## config.mk

```make
export PLATFORM = sky130hd
export DESIGN_NAME = mab_exec
export DESIGN_NICKNAME = d
export VERILOG_FILES = /design/src/rtl/mab_pkg.sv /design/src/rtl/mab_addsub.sv /design/src/rtl/mab_axil.sv /design/src/rtl/mab_exec.sv
export SDC_FILE = /design/constraint.sdc
export NUM_CORES = 1
export LEC_CHECK = 0
export ABC_AREA = 0
export BUFFER_PORTS_ARGS = -buffer_cell sky130_fd_sc_hd__buf_2
export CELL_PAD_IN_SITES_DETAIL_PLACEMENT = 0
export CELL_PAD_IN_SITES_GLOBAL_PLACEMENT = 2
export CORE_MARGIN = 5
export CORE_UTILIZATION = 35
export CTS_CLUSTER_DIAMETER = 200
export DETAILED_ROUTE_END_ITERATION = 12
export HOLD_SLACK_MARGIN = 0.03
export MAX_ROUTING_LAYER = met4
export PLACE_DENSITY = 0.88
export SETUP_SLACK_MARGIN = 0.3
export SKIP_CTS_REPAIR_TIMING = 1
export SLEW_MARGIN = 5
export SYNTH_ARGS = -nofsm -noshare
export SYNTH_HDL_FRONTEND = slang
export SYNTH_SLANG_ARGS = --single-unit
```

## constraint.sdc

```tcl
create_clock -name clk -period 7 [get_ports clk]
set_clock_uncertainty 0.05 [all_clocks]
set_input_delay 1.05 -clock clk [delete_from_list [all_inputs] [get_ports clk]]
set_output_delay 1.05 -clock clk [all_outputs]
set_load 0.01 [all_outputs]
```

## src/rtl/mab_pkg.sv

```systemverilog
// shared constants and types of the alu / branch execution unit
`default_nettype none
package mab_pkg;

  typedef enum logic [4:0] {
    OP_ADC,
    OP_WADD,
    OP_SUBK,
    OP_SBC,
    OP_SBCK,
    OP_WSUB,
    OP_ANDK,
    OP_ORK,
    OP_BSET,
    OP_BCLR,
    OP_TEST,
    OP_JUMP_VIA_POINTER,
    OP_CALL_VIA_POINTER,
    OP_COMPARE_SKIP_EQUAL,
    OP_CPI,
    OP_SKBC,
    OP_SKBS
  } mab_op_type;

  // status flag positions
  localparam int unsigned FLAG_C = 0;
  localparam int unsigned FLAG_Z = 1;
  localparam int unsigned FLAG_N = 2;
  localparam int unsigned FLAG_V = 3;
  localparam int unsigned FLAG_S = 4;
  localparam int unsigned FLAG_H = 5;
  localparam logic [7:0] SREG_RESET = 8'h00;

  // cycle counts per instruction class
  localparam logic [1:0] CYC_ONE   = 2'h1;
  localparam logic [1:0] CYC_WORD  = 2'h2;
  localparam logic [1:0] CYC_JUMP  = 2'h2;
  localparam logic [1:0] CYC_CALL  = 2'h3;
  localparam logic [1:0] CYC_SKIP2 = 2'h2;
  localparam logic [1:0] CYC_SKIP3 = 2'h3;

  // program counter steps, in words
  localparam logic [15:0] PC_RET   = 16'h0001;
  localparam logic [15:0] PC_SKIP1 = 16'h0002;
  localparam logic [15:0] PC_SKIP2 = 16'h0003;

  // register map of the bus slave
  localparam int unsigned AXI_ADDR_W  = 4;
  localparam logic [3:0]  ADDR_CTRL   = 4'h0;
  localparam logic [3:0]  ADDR_STATUS = 4'h4;
  localparam logic [3:0]  ADDR_COUNT  = 4'h8;
  localparam logic        CTRL_RESET  = 1'h1;
  localparam logic [1:0]  RESP_OKAY   = 2'h0;
  localparam logic [1:0]  RESP_DECERR = 2'h3;

endpackage
`default_nettype wire

```

## src/rtl/mab_addsub.sv

```systemverilog
// adder / subtractor with carry, half-carry and overflow outputs
`timescale 1ns/10ps
`default_nettype none
module mab_addsub #(
  parameter int unsigned W = 8
) (
  input  wire logic [W-1:0] a,
  input  wire logic [W-1:0] b,
  input  wire logic         cin,
  input  wire logic         sub,
  output logic      [W-1:0] sum,
  output logic              cOut,
  output logic              hOut,
  output logic              vOut
);
  logic [W:0] full;
  always_comb
  begin
    if (sub)
      full = {1'b0, a} - {1'b0, b} - {{W{1'b0}}, cin};
    else
      full = {1'b0, a} + {1'b0, b} + {{W{1'b0}}, cin};
    sum  = full[W-1:0];
    // bit W of a difference is the borrow out
    cOut = full[W];
    if (sub)
    begin
      hOut = (~a[3] & b[3]) | (b[3] & sum[3]) | (sum[3] & ~a[3]);
      vOut = (a[W-1] & ~b[W-1] & ~sum[W-1]) | (~a[W-1] & b[W-1] & sum[W-1]);
    end
    else
    begin
      hOut = (a[3] & b[3]) | (b[3] & ~sum[3]) | (~sum[3] & a[3]);
      vOut = (a[W-1] & b[W-1] & ~sum[W-1]) | (~a[W-1] & ~b[W-1] & sum[W-1]);
    end
  end
endmodule
`default_nettype wire

```

## src/rtl/mab_axil.sv

```systemverilog
// axi4-lite register slave: control, status and retired count
`timescale 1ns/10ps
`default_nettype none
module mab_axil (
  input  wire logic        clk,
  input  wire logic        rst_n,
  input  wire logic        s_axi_awvalid,
  output logic             s_axi_awready,
  input  wire logic [3:0]  s_axi_awaddr,
  input  wire logic        s_axi_wvalid,
  output logic             s_axi_wready,
  input  wire logic [31:0] s_axi_wdata,
  input  wire logic [3:0]  s_axi_wstrb,
  output logic             s_axi_bvalid,
  input  wire logic        s_axi_bready,
  output logic      [1:0]  s_axi_bresp,
  input  wire logic        s_axi_arvalid,
  output logic             s_axi_arready,
  input  wire logic [3:0]  s_axi_araddr,
  output logic             s_axi_rvalid,
  input  wire logic        s_axi_rready,
  output logic      [31:0] s_axi_rdata,
  output logic      [1:0]  s_axi_rresp,
  output logic             ctrlEn,
  input  wire logic [7:0]  sreg,
  input  wire logic        busy,
  input  wire logic [31:0] retired
);
  logic [3:0] awAddrQ;
  logic       wBitQ;
  logic       wLane0Q;
  logic       doWrite;
  logic [3:0] wa;
  logic [3:0] ra;

  assign doWrite = !s_axi_awready && !s_axi_wready && !s_axi_bvalid;
  assign wa = {awAddrQ[3:2], 2'h0};
  assign ra = {s_axi_araddr[3:2], 2'h0};

  // address and data are taken in either order, held until the response
  always_ff @(posedge clk or negedge rst_n)
  begin
    if (!rst_n)
    begin
      s_axi_awready <= 1'b1;
      s_axi_wready  <= 1'b1;
      awAddrQ       <= 4'h0;
      wBitQ         <= 1'b0;
      wLane0Q       <= 1'b0;
    end
    else
    begin
      if (s_axi_awvalid && s_axi_awready)
      begin
        s_axi_awready <= 1'b0;
        awAddrQ       <= s_axi_awaddr;
      end
      else if (s_axi_bvalid && s_axi_bready)
        s_axi_awready <= 1'b1;
      if (s_axi_wvalid && s_axi_wready)
      begin
        s_axi_wready <= 1'b0;
        wBitQ        <= s_axi_wdata[0];
        wLane0Q      <= s_axi_wstrb[0];
      end
      else if (s_axi_bvalid && s_axi_bready)
        s_axi_wready <= 1'b1;
    end
  end

  always_ff @(posedge clk or negedge rst_n)
  begin
    if (!rst_n)
    begin
      s_axi_bvalid <= 1'b0;
      s_axi_bresp  <= mab_pkg::RESP_OKAY;
      ctrlEn       <= mab_pkg::CTRL_RESET;
    end
    else if (doWrite)
    begin
      s_axi_bvalid <= 1'b1;
      if (wa == mab_pkg::ADDR_CTRL && wLane0Q)
        ctrlEn <= wBitQ;
      // status and count ignore writes; unmapped words answer decode error
      if (wa == mab_pkg::ADDR_CTRL || wa == mab_pkg::ADDR_STATUS || wa == mab_pkg::ADDR_COUNT)
        s_axi_bresp <= mab_pkg::RESP_OKAY;
      else
        s_axi_bresp <= mab_pkg::RESP_DECERR;
    end
    else if (s_axi_bready)
      s_axi_bvalid <= 1'b0;
  end

  always_ff @(posedge clk or negedge rst_n)
  begin
    if (!rst_n)
    begin
      s_axi_arready <= 1'b1;
      s_axi_rvalid  <= 1'b0;
      s_axi_rdata   <= 32'h0;
      s_axi_rresp   <= mab_pkg::RESP_OKAY;
    end
    else if (s_axi_arvalid && s_axi_arready)
    begin
      s_axi_arready <= 1'b0;
      s_axi_rvalid  <= 1'b1;
      s_axi_rresp   <= mab_pkg::RESP_OKAY;
      unique case (ra)
        mab_pkg::ADDR_CTRL:   s_axi_rdata <= {31'h0, ctrlEn};
        mab_pkg::ADDR_STATUS: s_axi_rdata <= {23'h0, busy, sreg};
        mab_pkg::ADDR_COUNT:  s_axi_rdata <= retired;
        default:
        begin
          s_axi_rdata <= 32'h0;
          s_axi_rresp <= mab_pkg::RESP_DECERR;
        end
      endcase
    end
    else if (s_axi_rvalid && s_axi_rready)
    begin
      s_axi_rvalid  <= 1'b0;
      s_axi_arready <= 1'b1;
    end
  end
endmodule
`default_nettype wire

```

## src/rtl/mab_exec.sv

```systemverilog
// execution unit for arithmetic, logic, compare, skip and indirect jump instructions
//
// The register addresses and the AXI4-Lite register port were decided locally.
`timescale 1ns/10ps
`default_nettype none
// ****************************************************************
// Overview of operation
// - add with carry: Rd + Rr + C into Rd, Z C N V H, one cycle
// - word add: pair + K into pair, Z C N V S, two cycles
// - subtract constant: Rd - K into Rd, Z C N V H, one cycle
// - subtract with borrow: Rd - Rr - C into Rd, Z C N V H, one cycle
// - subtract constant with borrow: Rd - K - C, Z C N V H, one cycle
// - word subtract: pair - K into pair, Z C N V S, two cycles
// - and with constant: result to Rd, only Z N V, one cycle
// - or with constant: result to Rd, only Z N V, one cycle
// - masked set: Rd or mask into Rd, Z N V, one cycle
// - masked clear: Rd and (FF minus mask) into Rd, Z N V, one cycle
// - test: Rd and Rd, no write, Z N V set, one cycle
// - jump via pointer: pc from Z pair, no flags, two cycles
// - call via pointer: push return, pc from Z, no flags, three cycles
// - compare skip equal: skip next on match, no flags, one/two/three cycles
// - compare immediate: Rd - K unstored, Z N V C H, one cycle
// - skip on bit clear: skip next if bit zero, no flags, 1/2/3 cycles
// - skip on bit one: skip next if bit one, no flags, 1/2/3 cycles
// ****************************************************************
module mab_exec (
  input  wire logic                clk,
  input  wire logic                rst_n,
  input  wire logic                instrValid,
  output logic                     instrReady,
  input  wire mab_pkg::mab_op_type op,
  input  wire logic [7:0]          dstVal,
  input  wire logic [7:0]          dstHiVal,
  input  wire logic [7:0]          srcVal,
  input  wire logic [2:0]          bitSel,
  input  wire logic [15:0]         zPtr,
  input  wire logic [15:0]         pc,
  input  wire logic                nextTwoWord,
  output logic                     regWrEn,
  output logic                     regWrWord,
  output logic [15:0]              regWrData,
  output logic [7:0]               sreg,
  output logic                     pcLoad,
  output logic [15:0]              pcValue,
  output logic                     pushEn,
  output logic [15:0]              pushData,
  input  wire logic                s_axi_awvalid,
  output logic                     s_axi_awready,
  input  wire logic [3:0]          s_axi_awaddr,
  input  wire logic                s_axi_wvalid,
  output logic                     s_axi_wready,
  input  wire logic [31:0]         s_axi_wdata,
  input  wire logic [3:0]          s_axi_wstrb,
  output logic                     s_axi_bvalid,
  input  wire logic                s_axi_bready,
  output logic [1:0]               s_axi_bresp,
  input  wire logic                s_axi_arvalid,
  output logic                     s_axi_arready,
  input  wire logic [3:0]          s_axi_araddr,
  output logic                     s_axi_rvalid,
  input  wire logic                s_axi_rready,
  output logic [31:0]              s_axi_rdata,
  output logic [1:0]               s_axi_rresp
);
  // ****************************************************************
  // datapath
  // ****************************************************************
  logic        accept;
  logic        ctrlEn;
  logic [1:0]  waitQ;
  logic [31:0] countQ;
  logic        isSub8;
  logic        useCarry;
  logic [7:0]  r8;
  logic        c8;
  logic        h8;
  logic        v8;
  logic [15:0] r16;
  logic        c16;
  logic        v16;
  logic [7:0]  lg;
  logic        skip;
  logic [1:0]  cyc;
  logic        wrEn;
  logic        wrWord;
  logic [15:0] wrData;
  logic [7:0]  sregD;
  logic        pcLd;
  logic [15:0] pcV;
  logic        push;

  assign accept = instrValid && instrReady;
  assign isSub8 = op == mab_pkg::OP_SUBK || op == mab_pkg::OP_SBC
               || op == mab_pkg::OP_SBCK || op == mab_pkg::OP_CPI;
  assign useCarry = op == mab_pkg::OP_ADC || op == mab_pkg::OP_SBC
                 || op == mab_pkg::OP_SBCK;

  mab_addsub #(.W(8)) u_alu8 (
    .a    (dstVal),
    .b    (srcVal),
    .cin  (useCarry & sreg[mab_pkg::FLAG_C]),
    .sub  (isSub8),
    .sum  (r8),
    .cOut (c8),
    .hOut (h8),
    .vOut (v8)
  );

  // word constant is six bits wide, the top of srcVal is ignored
  mab_addsub #(.W(16)) u_alu16 (
    .a    ({dstHiVal, dstVal}),
    .b    ({10'h000, srcVal[5:0]}),
    .cin  (1'b0),
    .sub  (op == mab_pkg::OP_WSUB),
    .sum  (r16),
    .cOut (c16),
    .hOut (),
    .vOut (v16)
  );

  always_comb
  begin
    cyc    = mab_pkg::CYC_ONE;
    wrEn   = 1'b0;
    wrWord = 1'b0;
    wrData = {8'h00, r8};
    sregD  = sreg;
    pcLd   = 1'b0;
    pcV    = 16'(pc + (nextTwoWord ? mab_pkg::PC_SKIP2 : mab_pkg::PC_SKIP1));
    push   = 1'b0;
    skip   = 1'b0;
    unique case (op)
      mab_pkg::OP_ANDK: lg = dstVal & srcVal;
      mab_pkg::OP_ORK,
      mab_pkg::OP_BSET: lg = dstVal | srcVal;
      mab_pkg::OP_BCLR: lg = dstVal & (8'hFF - srcVal);
      default:          lg = dstVal & dstVal;
    endcase
    unique case (op)
      mab_pkg::OP_ADC, mab_pkg::OP_SUBK, mab_pkg::OP_SBC,
      mab_pkg::OP_SBCK, mab_pkg::OP_CPI:
      begin
        wrEn = op != mab_pkg::OP_CPI;
        sregD[mab_pkg::FLAG_Z] = r8 == 8'h00;
        sregD[mab_pkg::FLAG_C] = c8;
        sregD[mab_pkg::FLAG_N] = r8[7];
        sregD[mab_pkg::FLAG_V] = v8;
        sregD[mab_pkg::FLAG_H] = h8;
      end
      mab_pkg::OP_WADD, mab_pkg::OP_WSUB:
      begin
        cyc    = mab_pkg::CYC_WORD;
        wrEn   = 1'b1;
        wrWord = 1'b1;
        wrData = r16;
        sregD[mab_pkg::FLAG_Z] = r16 == 16'h0000;
        sregD[mab_pkg::FLAG_C] = c16;
        sregD[mab_pkg::FLAG_N] = r16[15];
        sregD[mab_pkg::FLAG_V] = v16;
        sregD[mab_pkg::FLAG_S] = r16[15] ^ v16;
      end
      mab_pkg::OP_ANDK, mab_pkg::OP_ORK, mab_pkg::OP_BSET,
      mab_pkg::OP_BCLR, mab_pkg::OP_TEST:
      begin
        wrEn   = op != mab_pkg::OP_TEST;
        wrData = {8'h00, lg};
        sregD[mab_pkg::FLAG_Z] = lg == 8'h00;
        sregD[mab_pkg::FLAG_N] = lg[7];
        sregD[mab_pkg::FLAG_V] = 1'b0;
      end
      mab_pkg::OP_JUMP_VIA_POINTER:
      begin
        cyc  = mab_pkg::CYC_JUMP;
        pcLd = 1'b1;
        pcV  = zPtr;
      end
      mab_pkg::OP_CALL_VIA_POINTER:
      begin
        cyc  = mab_pkg::CYC_CALL;
        pcLd = 1'b1;
        pcV  = zPtr;
        push = 1'b1;
      end
      mab_pkg::OP_COMPARE_SKIP_EQUAL, mab_pkg::OP_SKBC, mab_pkg::OP_SKBS:
      begin
        if (op == mab_pkg::OP_COMPARE_SKIP_EQUAL)
          skip = dstVal == srcVal;
        else if (op == mab_pkg::OP_SKBC)
          skip = !dstVal[bitSel];
        else
          skip = dstVal[bitSel];
        // an untaken skip falls through to the fetch's own increment
        if (skip)
        begin
          pcLd = 1'b1;
          cyc  = nextTwoWord ? mab_pkg::CYC_SKIP3 : mab_pkg::CYC_SKIP2;
        end
      end
    endcase
  end

  // ****************************************************************
  // issue pacing
  // ****************************************************************
  // ready drops for the extra cycles of a multi-cycle instruction;
  // clearing the enable only stops new issues, never one in flight
  always_ff @(posedge clk or negedge rst_n)
  begin
    if (!rst_n)
    begin
      waitQ      <= 2'h0;
      instrReady <= 1'b0;
    end
    else if (accept)
    begin
      waitQ      <= 2'(cyc - 2'h1);
      instrReady <= (cyc == mab_pkg::CYC_ONE) && ctrlEn;
    end
    else if (waitQ != 2'h0)
    begin
      waitQ      <= 2'(waitQ - 2'h1);
      instrReady <= (waitQ == 2'h1) && ctrlEn;
    end
    else
      instrReady <= ctrlEn;
  end

  // ****************************************************************
  // results
  // ****************************************************************
  always_ff @(posedge clk or negedge rst_n)
  begin
    if (!rst_n)
      sreg <= mab_pkg::SREG_RESET;
    else if (accept)
      sreg <= sregD;
  end

  always_ff @(posedge clk or negedge rst_n)
  begin
    if (!rst_n)
    begin
      regWrEn   <= 1'b0;
      regWrWord <= 1'b0;
      regWrData <= 16'h0000;
    end
    else
    begin
      regWrEn   <= accept && wrEn;
      regWrWord <= accept && wrWord;
      if (accept)
        regWrData <= wrData;
    end
  end

  always_ff @(posedge clk or negedge rst_n)
  begin
    if (!rst_n)
    begin
      pcLoad   <= 1'b0;
      pcValue  <= 16'h0000;
      pushEn   <= 1'b0;
      pushData <= 16'h0000;
    end
    else
    begin
      pcLoad <= accept && pcLd;
      pushEn <= accept && push;
      if (accept)
      begin
        pcValue  <= pcV;
        pushData <= 16'(pc + mab_pkg::PC_RET);
      end
    end
  end

  always_ff @(posedge clk or negedge rst_n)
  begin
    if (!rst_n)
      countQ <= 32'h0;
    else if (accept)
      countQ <= 32'(countQ + 32'h1);
  end

  mab_axil u_regs (
    .clk           (clk),
    .rst_n         (rst_n),
    .s_axi_awvalid (s_axi_awvalid),
    .s_axi_awready (s_axi_awready),
    .s_axi_awaddr  (s_axi_awaddr),
    .s_axi_wvalid  (s_axi_wvalid),
    .s_axi_wready  (s_axi_wready),
    .s_axi_wdata   (s_axi_wdata),
    .s_axi_wstrb   (s_axi_wstrb),
    .s_axi_bvalid  (s_axi_bvalid),
    .s_axi_bready  (s_axi_bready),
    .s_axi_bresp   (s_axi_bresp),
    .s_axi_arvalid (s_axi_arvalid),
    .s_axi_arready (s_axi_arready),
    .s_axi_araddr  (s_axi_araddr),
    .s_axi_rvalid  (s_axi_rvalid),
    .s_axi_rready  (s_axi_rready),
    .s_axi_rdata   (s_axi_rdata),
    .s_axi_rresp   (s_axi_rresp),
    .ctrlEn        (ctrlEn),
    .sreg          (sreg),
    .busy          (waitQ != 2'h0),
    .retired       (countQ)
  );
endmodule
`default_nettype wire

```

==> run_results.csv, run 1 <==
group,metric,value,unit
status,outcome,"complete, no violations",
clock_network,htree_levels,4,
timing,maxSlewViolCount,0,
power_and_ir_drop,p_per_area,274.2,nW/um2
worst_setup_path,r2r_slack,2960,ps
drt,wire_per_inst,16.93,um
power_and_ir_drop,p_clk_share,31.6,%
cells_and_area,drive_above_1_share,22.88,%
worst_setup_path,end_kind,"register",
die,core.rowCount,57,
power_and_ir_drop,leakagePower,0.005158,uW
timing,fmax,0.2115,GHz
die,core_area,24390,um2
logic_synthesis,yosysUniqueCellTypes,78,
clock_network,cts_inserted_buffers,17,
cells_and_area,fillCellCount,2512,
worst_setup_path,required,7270,ps
timing,tns,0,ps
timing,hold_violations,0,
drt,viasPerCell,5.104,
die,die_h,167.8,um
flow_run,timing.max_cap.violations,0,
cells_and_area,register_area,3433,um2
clock_network,clk_pin_slew,60,ps
clock_network,cts_buffer_depth,2,
drt,drc,0,
grt,antenna_found_initial,0,
logic_synthesis,syn_area,8712,um2
placed_design,dp_cells,1411,
worst_setup_path,start_kind,"input port",
cells_and_area,syn_to_final_growth,20.18,%
timing,rsz0062_at_grt,"no",
worst_setup_path,slowest_delay,550,ps
grt,grt.total_usage,17.82,%
grt,grt_pass1_vias,7281,
grt,grt_max_degree,92,
grt,grt_pass1_wl,39700,um
timing,period_needed,4727,ps
worst_setup_path,cp_max_fo,18,
min_path,hp-class,"register to register",
logic_synthesis,synth_edf_count,0,
min_path,min_path_cells,2,
logic_synthesis,syn_avg_cell_area,9.200,um2
placed_design,portBuffers,178,
power_and_ir_drop,p_seq_share,38.6,%
power_and_ir_drop,p_sw_share,34.32,%
clock_network,cts_tree,"done",
timing,worstMarginPinSlew,820.9,ps
die,die_area,28150,um2
drt,drtPass1Iterations,4,
drt,drt_wl_total,24420,um
worst_setup_path,timing.rr.end,"sreg[1]",
drt,ant_nets,0,
worst_setup_path,cp.arrival,4990,ps
die,io_pins,219,
cells_and_area,layout.nets,1283,
power_and_ir_drop,finalPower,2871,uW
worst_setup_path,cp_cell_sequence,"buf_2 > nor2_1 > o211ai_1 > inv_1 > fa_1 > inv_1 > ha_1 > or2_2 > fa_1 > o21ai_0 > nand2b_1 > xnor2_1 > o221a_2 > nand4_1 > nor4_1 > o22ai_1 > o41ai_2",
clock_network,worstSkewPairLatency,420,ps
logic_synthesis,synth_ff_type,"dfrtp_1",
drt,drtIter0Drc,511,
timing,worst_slew_margin_rel,45.28,%
logic_synthesis,async_flop_share,100.0,%
power_and_ir_drop,switchingPower,985.4,uW
placed_design,place_congestion,0.8998,
power_and_ir_drop,peakVddDrop,0.0001539,V
power_and_ir_drop,p_int,1886,uW
cells_and_area,multi_input_area,4932,um2
min_path,hp-start,"regWrData[8]",
cells_and_area,diodes,0,
worst_setup_path,crit_type,"input port to register",
logic_synthesis,postSynthCellCount,947,
clock_network,cts_num_sinks,137,
min_path,whs_endpoint,"regWrData[8]",
logic_synthesis,synth_warnings,0,
power_and_ir_drop,p_comb_share,29.7,%
worst_setup_path,crit_slowest_cell,"fa_1",
die,die-width,167.8,um
worst_setup_path,critPathTopFamily,"adder cells",
clock_network,cts-root-buf,"clkbuf_16",
worst_setup_path,r2r_start,"sreg[0]",
die,start_util,35.72,%
logic_synthesis,yosysSeqAreaShare,39.41,%
drt,via_count,7365,
worst_setup_path,cp_num_buf_inv,3,
worst_setup_path,reg2regPathDepth,15,
logic_synthesis,ys_seq_elements,137,
placed_design,dp_hpwl,18760,um
timing,fin_crit_sh,67.54,%
timing,setup_violations,0,
grt,overflow,0,
cells_and_area,instances_no_fill,1443,
-- area by class of cell --
cell class / instances / area share (%)
inverter: 38 / 1.362
timing repair buffer: 186 / 9.142
multi-input combinational: 726 / 47.11
clock inverter: 13 / 1.494
tap: 324 / 3.872
clock buffer: 19 / 4.230
sequential: 137 / 32.79
-- stage by stage --
step           worst slack (ps)  hold slack [ps]  area, um2  utilization, %
3_3_place_gp               1896            405.1       9871           40.47
6_report                   2273            422.3      10470           42.93
2_1_floorplan              2515            396.4       8716               -
4_1_cts                    2308            426.6      10470           42.93
3_5_place_dp               1863            412.1       9871           40.47
5_1_grt                    2018            446.2      10470           42.93
-- worst min-delay path, stage by stage, from the launching register on --
cell     delay, ps
dfrtp_1        340
nand2_1         50
o31ai_1         50
-- cell usage in the layout, fill, tap and decap left out, drive strengths merged, types with 5 or more instances in the layout --
cell type	Yosys	final
a211oi	5	5
a21o	12	12
a21oi	33	33
a221oi	5	5
a22o	28	28
a22oi	7	7
a31oi	5	5
and3	14	14
and4	7	7
buf	15	186
clkbuf	32	19
dfrtp	133	133
fa	5	5
ha	55	55
inv	38	45
mux2	11	11
mux2i	14	14
nand2	131	131
nand2b	13	13
nand3	21	21
nand4	11	11
nor2	71	71
nor2b	7	7
nor3	13	13
nor4	5	5
o21a	7	7
o21ai	80	80
o31ai	6	6
o32a	5	5
or2	7	7
xnor2	58	58
xor2	27	27
-- cell families (layout without fill, tap and decap cells) --
logic type | after synthesis | after routing | share of synthesized area (%)
adder cells (fa/ha/maj) | 61 | 61 | 9.163
buffers and inverters | 85 | 256 | 4.050
AO/OA/AOI/OAI | 226 | 226 | 17.48
XOR/XNOR | 85 | 85 | 8.545
AND/OR/NAND/NOR | 325 | 325 | 17.77
multiplexers | 27 | 27 | 3.547
flip-flops | 137 | 137 | 39.41
other | 1 | 2 | 0.04304
-- cells in the mapped netlist (all sizes together) (3+ instances only) --
master | instances | share of area (%)
a211oi | 5 | 0.43
a21o | 12 | 1.0
a21oi | 33 | 1.9
a221oi | 5 | 0.50
a22o | 28 | 2.8
a22oi | 7 | 0.60
a31oi | 5 | 0.36
and3 | 14 | 1.0
and4 | 7 | 0.70
buf | 15 | 1.0
clkbuf | 32 | 1.4
dfrtp | 133 | 38
dfstp | 4 | 1.2
fa | 5 | 1.1
ha | 55 | 7.9
inv | 38 | 1.6
mux2 | 11 | 1.4
mux2i | 14 | 1.6
nand2 | 131 | 5.7
nand2b | 13 | 0.93
nand3 | 21 | 1.2
nand3b | 4 | 0.34
nand4 | 11 | 0.79
nor2 | 71 | 3.1
nor2b | 7 | 0.50
nor3 | 13 | 0.80
nor4 | 5 | 0.36
o211ai | 4 | 0.34
o21a | 7 | 0.60
o21ai | 80 | 4.6
o22ai | 3 | 0.22
o31ai | 6 | 0.52
o32a | 5 | 0.57
o41ai | 3 | 0.47
or2 | 7 | 0.50
or3 | 4 | 0.29
or4 | 4 | 0.34
xnor2 | 58 | 5.8
xor2 | 27 | 2.7
-- routing by layer --
metal  track usage, %  vias to the layer above  wire [um]
met1            24.73                     3505      12000
met3            2.837                       23        945
met5                -                        -          0
met2            27.25                      169      11100
met4            4.834                        0        382
li1                 -                     3668          -
-- state kept, by name, summed over array words and instances, names as in the netlist, 2 cells and up --
register and cells:
countQ 32, sreg 6, u_regs.awAddrQ 2, regWrData 16
pushData 16, waitQ 2, u_regs.s_axi_rdata 32, pcValue 16
-- worst max-delay path by stage --
stage / from / end / slack [ps] / cells past startpoint
after global placement: op[3] / sreg[1] / 1900 / 13
final: op[1] / sreg[1] / 2270 / 17
after CTS: op[3] / sreg[1] / 2310 / 13
after detailed placement: op[3] / sreg[1] / 1860 / 13
after floorplan: op[4] / sreg[1] / 2520 / 18
after global routing: op[3] / sreg[1] / 2020 / 13
-- power groups by stage --
stage          registers [uW]  clock network [uW]  logic (uW)
4_1_cts                  1110                 933         866
3_3_place_gp             1120                   0         859
2_1_floorplan            1170                   0         445
6_report                 1110                 909         854
5_1_grt                  1140                 967         958
3_5_place_dp             1130                   0         863
No activity file was read; power rests on OpenSTA's default activity.
==> run 2: changes to the inputs <==
Settings changed: ABC_AREA 0 to 1, CORE_UTILIZATION 35 to 27, PLACE_DENSITY 0.88 to 0.77.
Clock period 7 ns to 4.3 ns, I/O delays scaled along.
==> run_results.csv, run 2 <==
group,metric,value,unit
status,outcome,"complete, no violations",
worst_setup_path,startpoint,"op[3]",
logic_synthesis,muxShareOfSynthArea,0.3592,%
timing,worst_slew_margin_rel,51.78,%
die,die-width,196.6,um
logic_synthesis,syn_avg_cell_area,7.284,um2
timing,finalWorstSetupSlack,770.9,ps
worst_setup_path,crit_type,"input port to register",
clock_network,worstSkewPairLatency,430,ps
timing,tns,0,ps
timing,rsz0062_at_grt,"no",
flow_run,timing.max_cap.violations,0,
worst_setup_path,start_kind,"input port",
worst_setup_path,r2r_slack,1060,ps
grt,overflow,0,
die,die_h,196.6,um
logic_synthesis,ys_top_cells_by_area,"dfrtp_1 (35%), nand2_1 (14%), ha_1 (7.3%), inv_1 (6.5%), nand3_1 (5.3%)",
drt,drc,0,
timing,hold_violations,0,
placed_design,portBuffers,178,
drt,drt_wl_total,31560,um
clock_network,cts-root-buf,"clkbuf_16",
grt,grt_pass1_wl,49780,um
cells_and_area,layout.nets,1651,
grt,grt.total_usage,16.71,%
logic_synthesis,ys_seq_elements,137,
power_and_ir_drop,peakVddDrop,0.0002985,V
grt,grt_pass1_vias,8941,
die,start_util,27.29,%
logic_synthesis,yosys-top-cells-count,"nand2_1 (363), inv_1 (164), dfrtp_1 (133)",
cells_and_area,multi_input_area,5176,um2
grt,grt_max_degree,77,
clock_network,cts_inserted_buffers,17,
cells_and_area,top_regs,"countQ: 32 flops, u_regs.s_axi_rdata: 32 flops",
worst_setup_path,crit_path_end,"sreg[1]",
timing,maxSlewViolCount,0,
drt,wire_per_inst,16.25,um
timing,period_needed,3529,ps
die,core.rowCount,68,
placed_design,place_congestion,0.8884,
timing,fin_crit_sh,82.07,%
clock_network,clk_pin_slew,80,ps
worst_setup_path,end_kind,"register",
logic_synthesis,synth_warnings,0,
drt,via_count,8828,
power_and_ir_drop,leakagePower,0.006128,uW
cells_and_area,mostFrequentLayoutCells,"nand2_1 (363), buf_2 (177), inv_1 (164), dfrtp_1 (133), nor2_1 (119)",
worst_setup_path,timing.rr.end,"sreg[1]",
grt,antenna_found_initial,0,
cells_and_area,fillCellCount,3763,
cells_and_area,final_common_cell,"nand2_1",
clock_network,cts_tree,"done",
logic_synthesis,async_flop_share,100.0,%
drt,drtIter0Drc,561,
drt,drtPass1Iterations,5,
logic_synthesis,synth-xor-area-share,5.681,%
die,io_pins,219,
logic_synthesis,syn_area,9404,um2
clock_network,cts_buffer_depth,2,
drt,ant_nets,0,
power_and_ir_drop,p_per_area,464.8,nW/um2
min_path,hp-class,"input port to asynchronous set/reset pin",
worst_setup_path,r2r_start,"sreg[0]",
worst_setup_path,cp.arrival,3840,ps
logic_synthesis,synth_top_cell_by_area,"dfrtp_1",
worst_setup_path,reg2regPathDepth,19,
cells_and_area,drive_above_1_share,18.02,%
drt,viasPerCell,4.546,
worst_setup_path,required,4610,ps
cells_and_area,syn_to_final_growth,21.66,%
die,core_area,34460,um2
die,die_area,38660,um2
cells_and_area,diodes,0,
placed_design,dp_hpwl,25150,um
logic_synthesis,synth_ff_type,"dfrtp_1",
logic_synthesis,synth_compound_area_share,11.04,%
logic_synthesis,yosysSeqAreaShare,36.51,%
logic_synthesis,synth_top_area_share,35.39,%
logic_synthesis,yosysUniqueCellTypes,50,
timing,worstMarginPinSlew,723.2,ps
logic_synthesis,postSynthCellCount,1291,
clock_network,htree_levels,4,
logic_synthesis,synthAdderAreaFrac,8.382,%
timing,setup_violations,0,
logic_synthesis,yosysMostFrequentCell,"nand2_1",
clock_network,cts_num_sinks,137,
timing,fmax,0.2834,GHz
logic_synthesis,yosys.area_share.simple,29.50,%
logic_synthesis,synth_edf_count,0,
placed_design,post-place-ws,362.6,ps
cells_and_area,register_area,3433,um2
worst_setup_path,cp_max_fo,6,
logic_synthesis,synth_top_family_by_area,"simple AND/OR/NAND/NOR gates",
[run 2: power breakdown]
group          switching [uW]  internal, uW  leakage (uW)
Sequential                282          1700       0.00170
Combinational            1110           669       0.00413
Clock                     619           936      0.000295
Total                    2020          3300       0.00613
[run 2: cells by family (layout without fill, tap and decap cells)]
| family | after synthesis | after routing |
|---|---|---|
| other cells | 1 | 2 |
| fa+ha+maj | 60 | 60 |
| mux | 3 | 3 |
| xor+xnor | 61 | 61 |
| simple gates | 646 | 646 |
| buf+inv | 201 | 396 |
| compound gates | 182 | 182 |
| flops | 137 | 137 |
[run 2: how the worst min path moves through the flow]
stage | end | from | slack (ps) | cells past startpoint
2_1_floorplan | countQ[0] | rst_n | 300 | 0
5_1_grt | regWrEn | rst_n | 260 | 1
6_report | regWrEn | rst_n | 210 | 1
3_3_place_gp | countQ[16] | countQ[16] | 400 | 1
4_1_cts | regWrEn | rst_n | 220 | 1
3_5_place_dp | countQ[21] | countQ[21] | 410 | 1
[run 2: through the flow]
| stage | util, % | power [uW] | cells | area, um2 | hold slack [ps] |
|---|---|---|---|---|---|
| finish | 33.20 | 5317 | 1942 | 11440 | 212.5 |
| global route | 33.20 | 5717 | 1942 | 11440 | 264.2 |
| CTS | 33.20 | 5409 | 1942 | 11440 | 219.8 |
| detailed placement | 31.43 | 3818 | 1910 | 10830 | 406.4 |
| global placement | 31.43 | 3798 | 1910 | 10830 | 404.1 |
| floorplan | - | 2991 | 1292 | 9408 | 299.4 |
[run 2: per-layer routing]
layer	global-route usage, %	share of wire [%]	vias to the layer above
met5	-	0	-
met4	4.186	1.6	0
met3	2.342	3.9	25
met2	26.91	47	194
met1	22.37	48	4086
li1	-	-	4523
[run 2: area by class of cell]
class / count / area share [%]
clock buffer: 19 / 3.871
clock inverter: 13 / 1.465
inverter: 173 / 5.741
multi-input combinational: 954 / 45.24
sequential: 137 / 30.01
tap: 455 / 4.976
timing repair buffer: 191 / 8.694
[run 2: critical path: stages]
cell and delay [ps]:
buf_2 170, inv_2 80, nand2_1 130, nor2_1 60, o21ai_0 290, inv_1 100
fa_1 530, inv_1 60, ha_1 170, nor2_1 130, inv_1 80, fa_1 440
nand2_1 100, inv_1 40, o21ai_0 130, o21ai_0 190, inv_1 90, nand3_1 80
nor2_1 100, nand2_1 60, nand2_1 60, nor2_1 40, nor2_1 70
==> run 3: changes to the inputs <==
Settings changed: CORE_UTILIZATION 27 to 30, PLACE_DENSITY 0.77 to 0.81.
Clock period 4.3 ns to 3.7 ns, I/O delays scaled along.
==> run_results.csv, run 3 (synthesis gave the netlist of run 2 again) <==
group,metric,value,unit
status,outcome,"complete, no violations",
worst_setup_path,start_kind,"input port",
clock_network,clk_pin_slew,60,ps
power_and_ir_drop,p_per_area,539.9,nW/um2
power_and_ir_drop,finalPower,6211,uW
placed_design,dp_hpwl,24670,um
die,die_area,34990,um2
worst_setup_path,startpoint,"op[1]",
drt,viasPerCell,4.668,
cells_and_area,mostFrequentLayoutCells,"nand2_1 (363), buf_2 (177), inv_1 (164), dfrtp_1 (133), nor2_1 (119)",
drt,wire_per_inst,16.34,um
die,die-width,187.1,um
clock_network,cts_buffer_depth,2,
clock_network,cts_tree,"done",
cells_and_area,layout.nets,1665,
worst_setup_path,crit_type,"input port to register",
placed_design,portBuffers,178,
die,core_area,30750,um2
clock_network,cts_num_sinks,137,
cells_and_area,final_common_cell,"nand2_1",
placed_design,placed_area,10870,um2
placed_design,place_congestion,0.8652,
cells_and_area,drive_above_1_share,18.80,%
grt,grt_max_degree,87,
die,core.rowCount,64,
clock_network,worstSkewPairLatency,420,ps
clock_network,htree_levels,4,
worst_setup_path,cp_cell_sequence,"buf_2 > inv_1 > nor2_1 > nand2_1 > nor2_1 > o21ai_2 > inv_1 > fa_1 > inv_1 > ha_1 > nor2_1 > inv_1 > fa_2 > nand3_1 > nand2_1 > nand4_1 > nand3_1 > xor2_1 > nand2_1 > nand2_1 > nand2_1 > nand2_1 > nand2_1 > nand2_1",
min_path,hp-class,"input port to asynchronous set/reset pin",
timing,setup_violations,0,
cells_and_area,diodes,0,
power_and_ir_drop,leakagePower,0.006203,uW
die,start_util,30.58,%
timing,worst_slew_margin_rel,39.31,%
worst_setup_path,end_kind,"register",
timing,fmax,0.3258,GHz
timing,finalWorstSetupSlack,630.9,ps
die,io_pins,219,
timing,hold_violations,0,
worst_setup_path,cp.arrival,3330,ps
drt,via_count,8851,
timing,fin_crit_sh,82.95,%
cells_and_area,top_regs,"countQ: 32 flops, u_regs.s_axi_rdata: 32 flops",
worst_setup_path,cp_max_fo,4,
worst_setup_path,required,3960,ps
drt,ant_nets,0,
cells_and_area,postLayoutCellArea,11500,um2
flow_run,timing.max_cap.violations,0,
worst_setup_path,slowest_delay,500,ps
grt,grt_pass1_vias,9093,
power_and_ir_drop,peakVddDrop,0.0002781,V
grt,grt_pass1_wl,49960,um
placed_design,post-place-ws,-39.66,ps
grt,antenna_found_initial,0,
clock_network,cts-root-buf,"clkbuf_16",
worst_setup_path,crit_slowest_cell,"fa_1",
drt,drtIter0Drc,469,
drt,drt_wl_total,30990,um
timing,rsz0062_at_grt,"yes",
clock_network,cts_inserted_buffers,17,
cells_and_area,syn_to_final_growth,22.34,%
grt,overflow,0,
timing,worstMarginPinSlew,910.4,ps
timing,period_needed,3069,ps
die,die_h,187.1,um
worst_setup_path,path_common_cell,"nand2_1",
grt,grt.total_usage,18.22,%
drt,drtPass1Iterations,4,
timing,maxSlewViolCount,0,
worst_setup_path,r2r_start,"sreg[0]",
drt,drc,0,
==> run 3: cell types whose count changed in the layout (fill, tap and decap cells not counted), sizes merged <==
cell	before	now
clkinvlp	2	1
bufinv	3	4
clkinv	6	8
inv	175	171
clkbuf	19	20
buf	191	205
==> run 3: through the flow <==
| stage | TNS [ps] | util [%] | hold WS (ps) | cells |
|---|---|---|---|---|
| floorplan | 0 | - | 209.4 | 1292 |
| global placement | 0 | 35.36 | 404.2 | 1865 |
| detailed placement | -75.55 | 35.36 | 407.6 | 1865 |
| CTS | 0 | 37.38 | 192.1 | 1896 |
| global route | 0 | 37.41 | 225.7 | 1896 |
| finish | 0 | 37.41 | 158.2 | 1896 |
==> run 3: worst paths after layout <==
check | endpoint | slack, ps | cells past startpoint
setup / recovery | sreg[0] | 630 | 24
max in group asynchronous | regWrData[5] | 2630 | 2
setup reg to reg | sreg[0] | 760 | 19
hold reg to reg | u_regs.s_axi_rdata[23] | 420 | 2
hold / removal | u_regs.s_axi_rdata[15] | 160 | 1
min in group clk | u_regs.s_axi_rvalid | 280 | 2
==> run 3: worst max-delay path: cells and delay by family <==
family                   cells  cell delay, ps
AO/OA/AOI/OAI                1             150
XOR/XNOR                     1             160
adder cells (fa/ha/maj)      3            1050
buffers and inverters        5             390
AND/OR/NAND/NOR             14            1020
==> run 3: final cells by class <==
| cell class | count | area [um2] |
|---|---|---|
| fill | 3329 | 19240 |
| clock inverter | 11 | 172.7 |
| multi-input combinational | 954 | 5187 |
| timing repair buffer | 205 | 1112 |
| inverter | 173 | 656.9 |
| clock buffer | 20 | 446.7 |
| tap | 396 | 495.5 |
| sequential | 137 | 3433 |
==> run 3: routing by layer <==
layer  up-vias  wire length, um  GRT usage, %
met4         0              606         4.920
met2       172            14810         30.19
met5         -                0             -
met3        31              910         2.613
li1       4531                -             -
met1      4117            14660         23.47
==> run 3: power breakdown <==
group          switching, uW  internal, uW
registers                329          1970
clock network            668          1140
logic                   1300           795
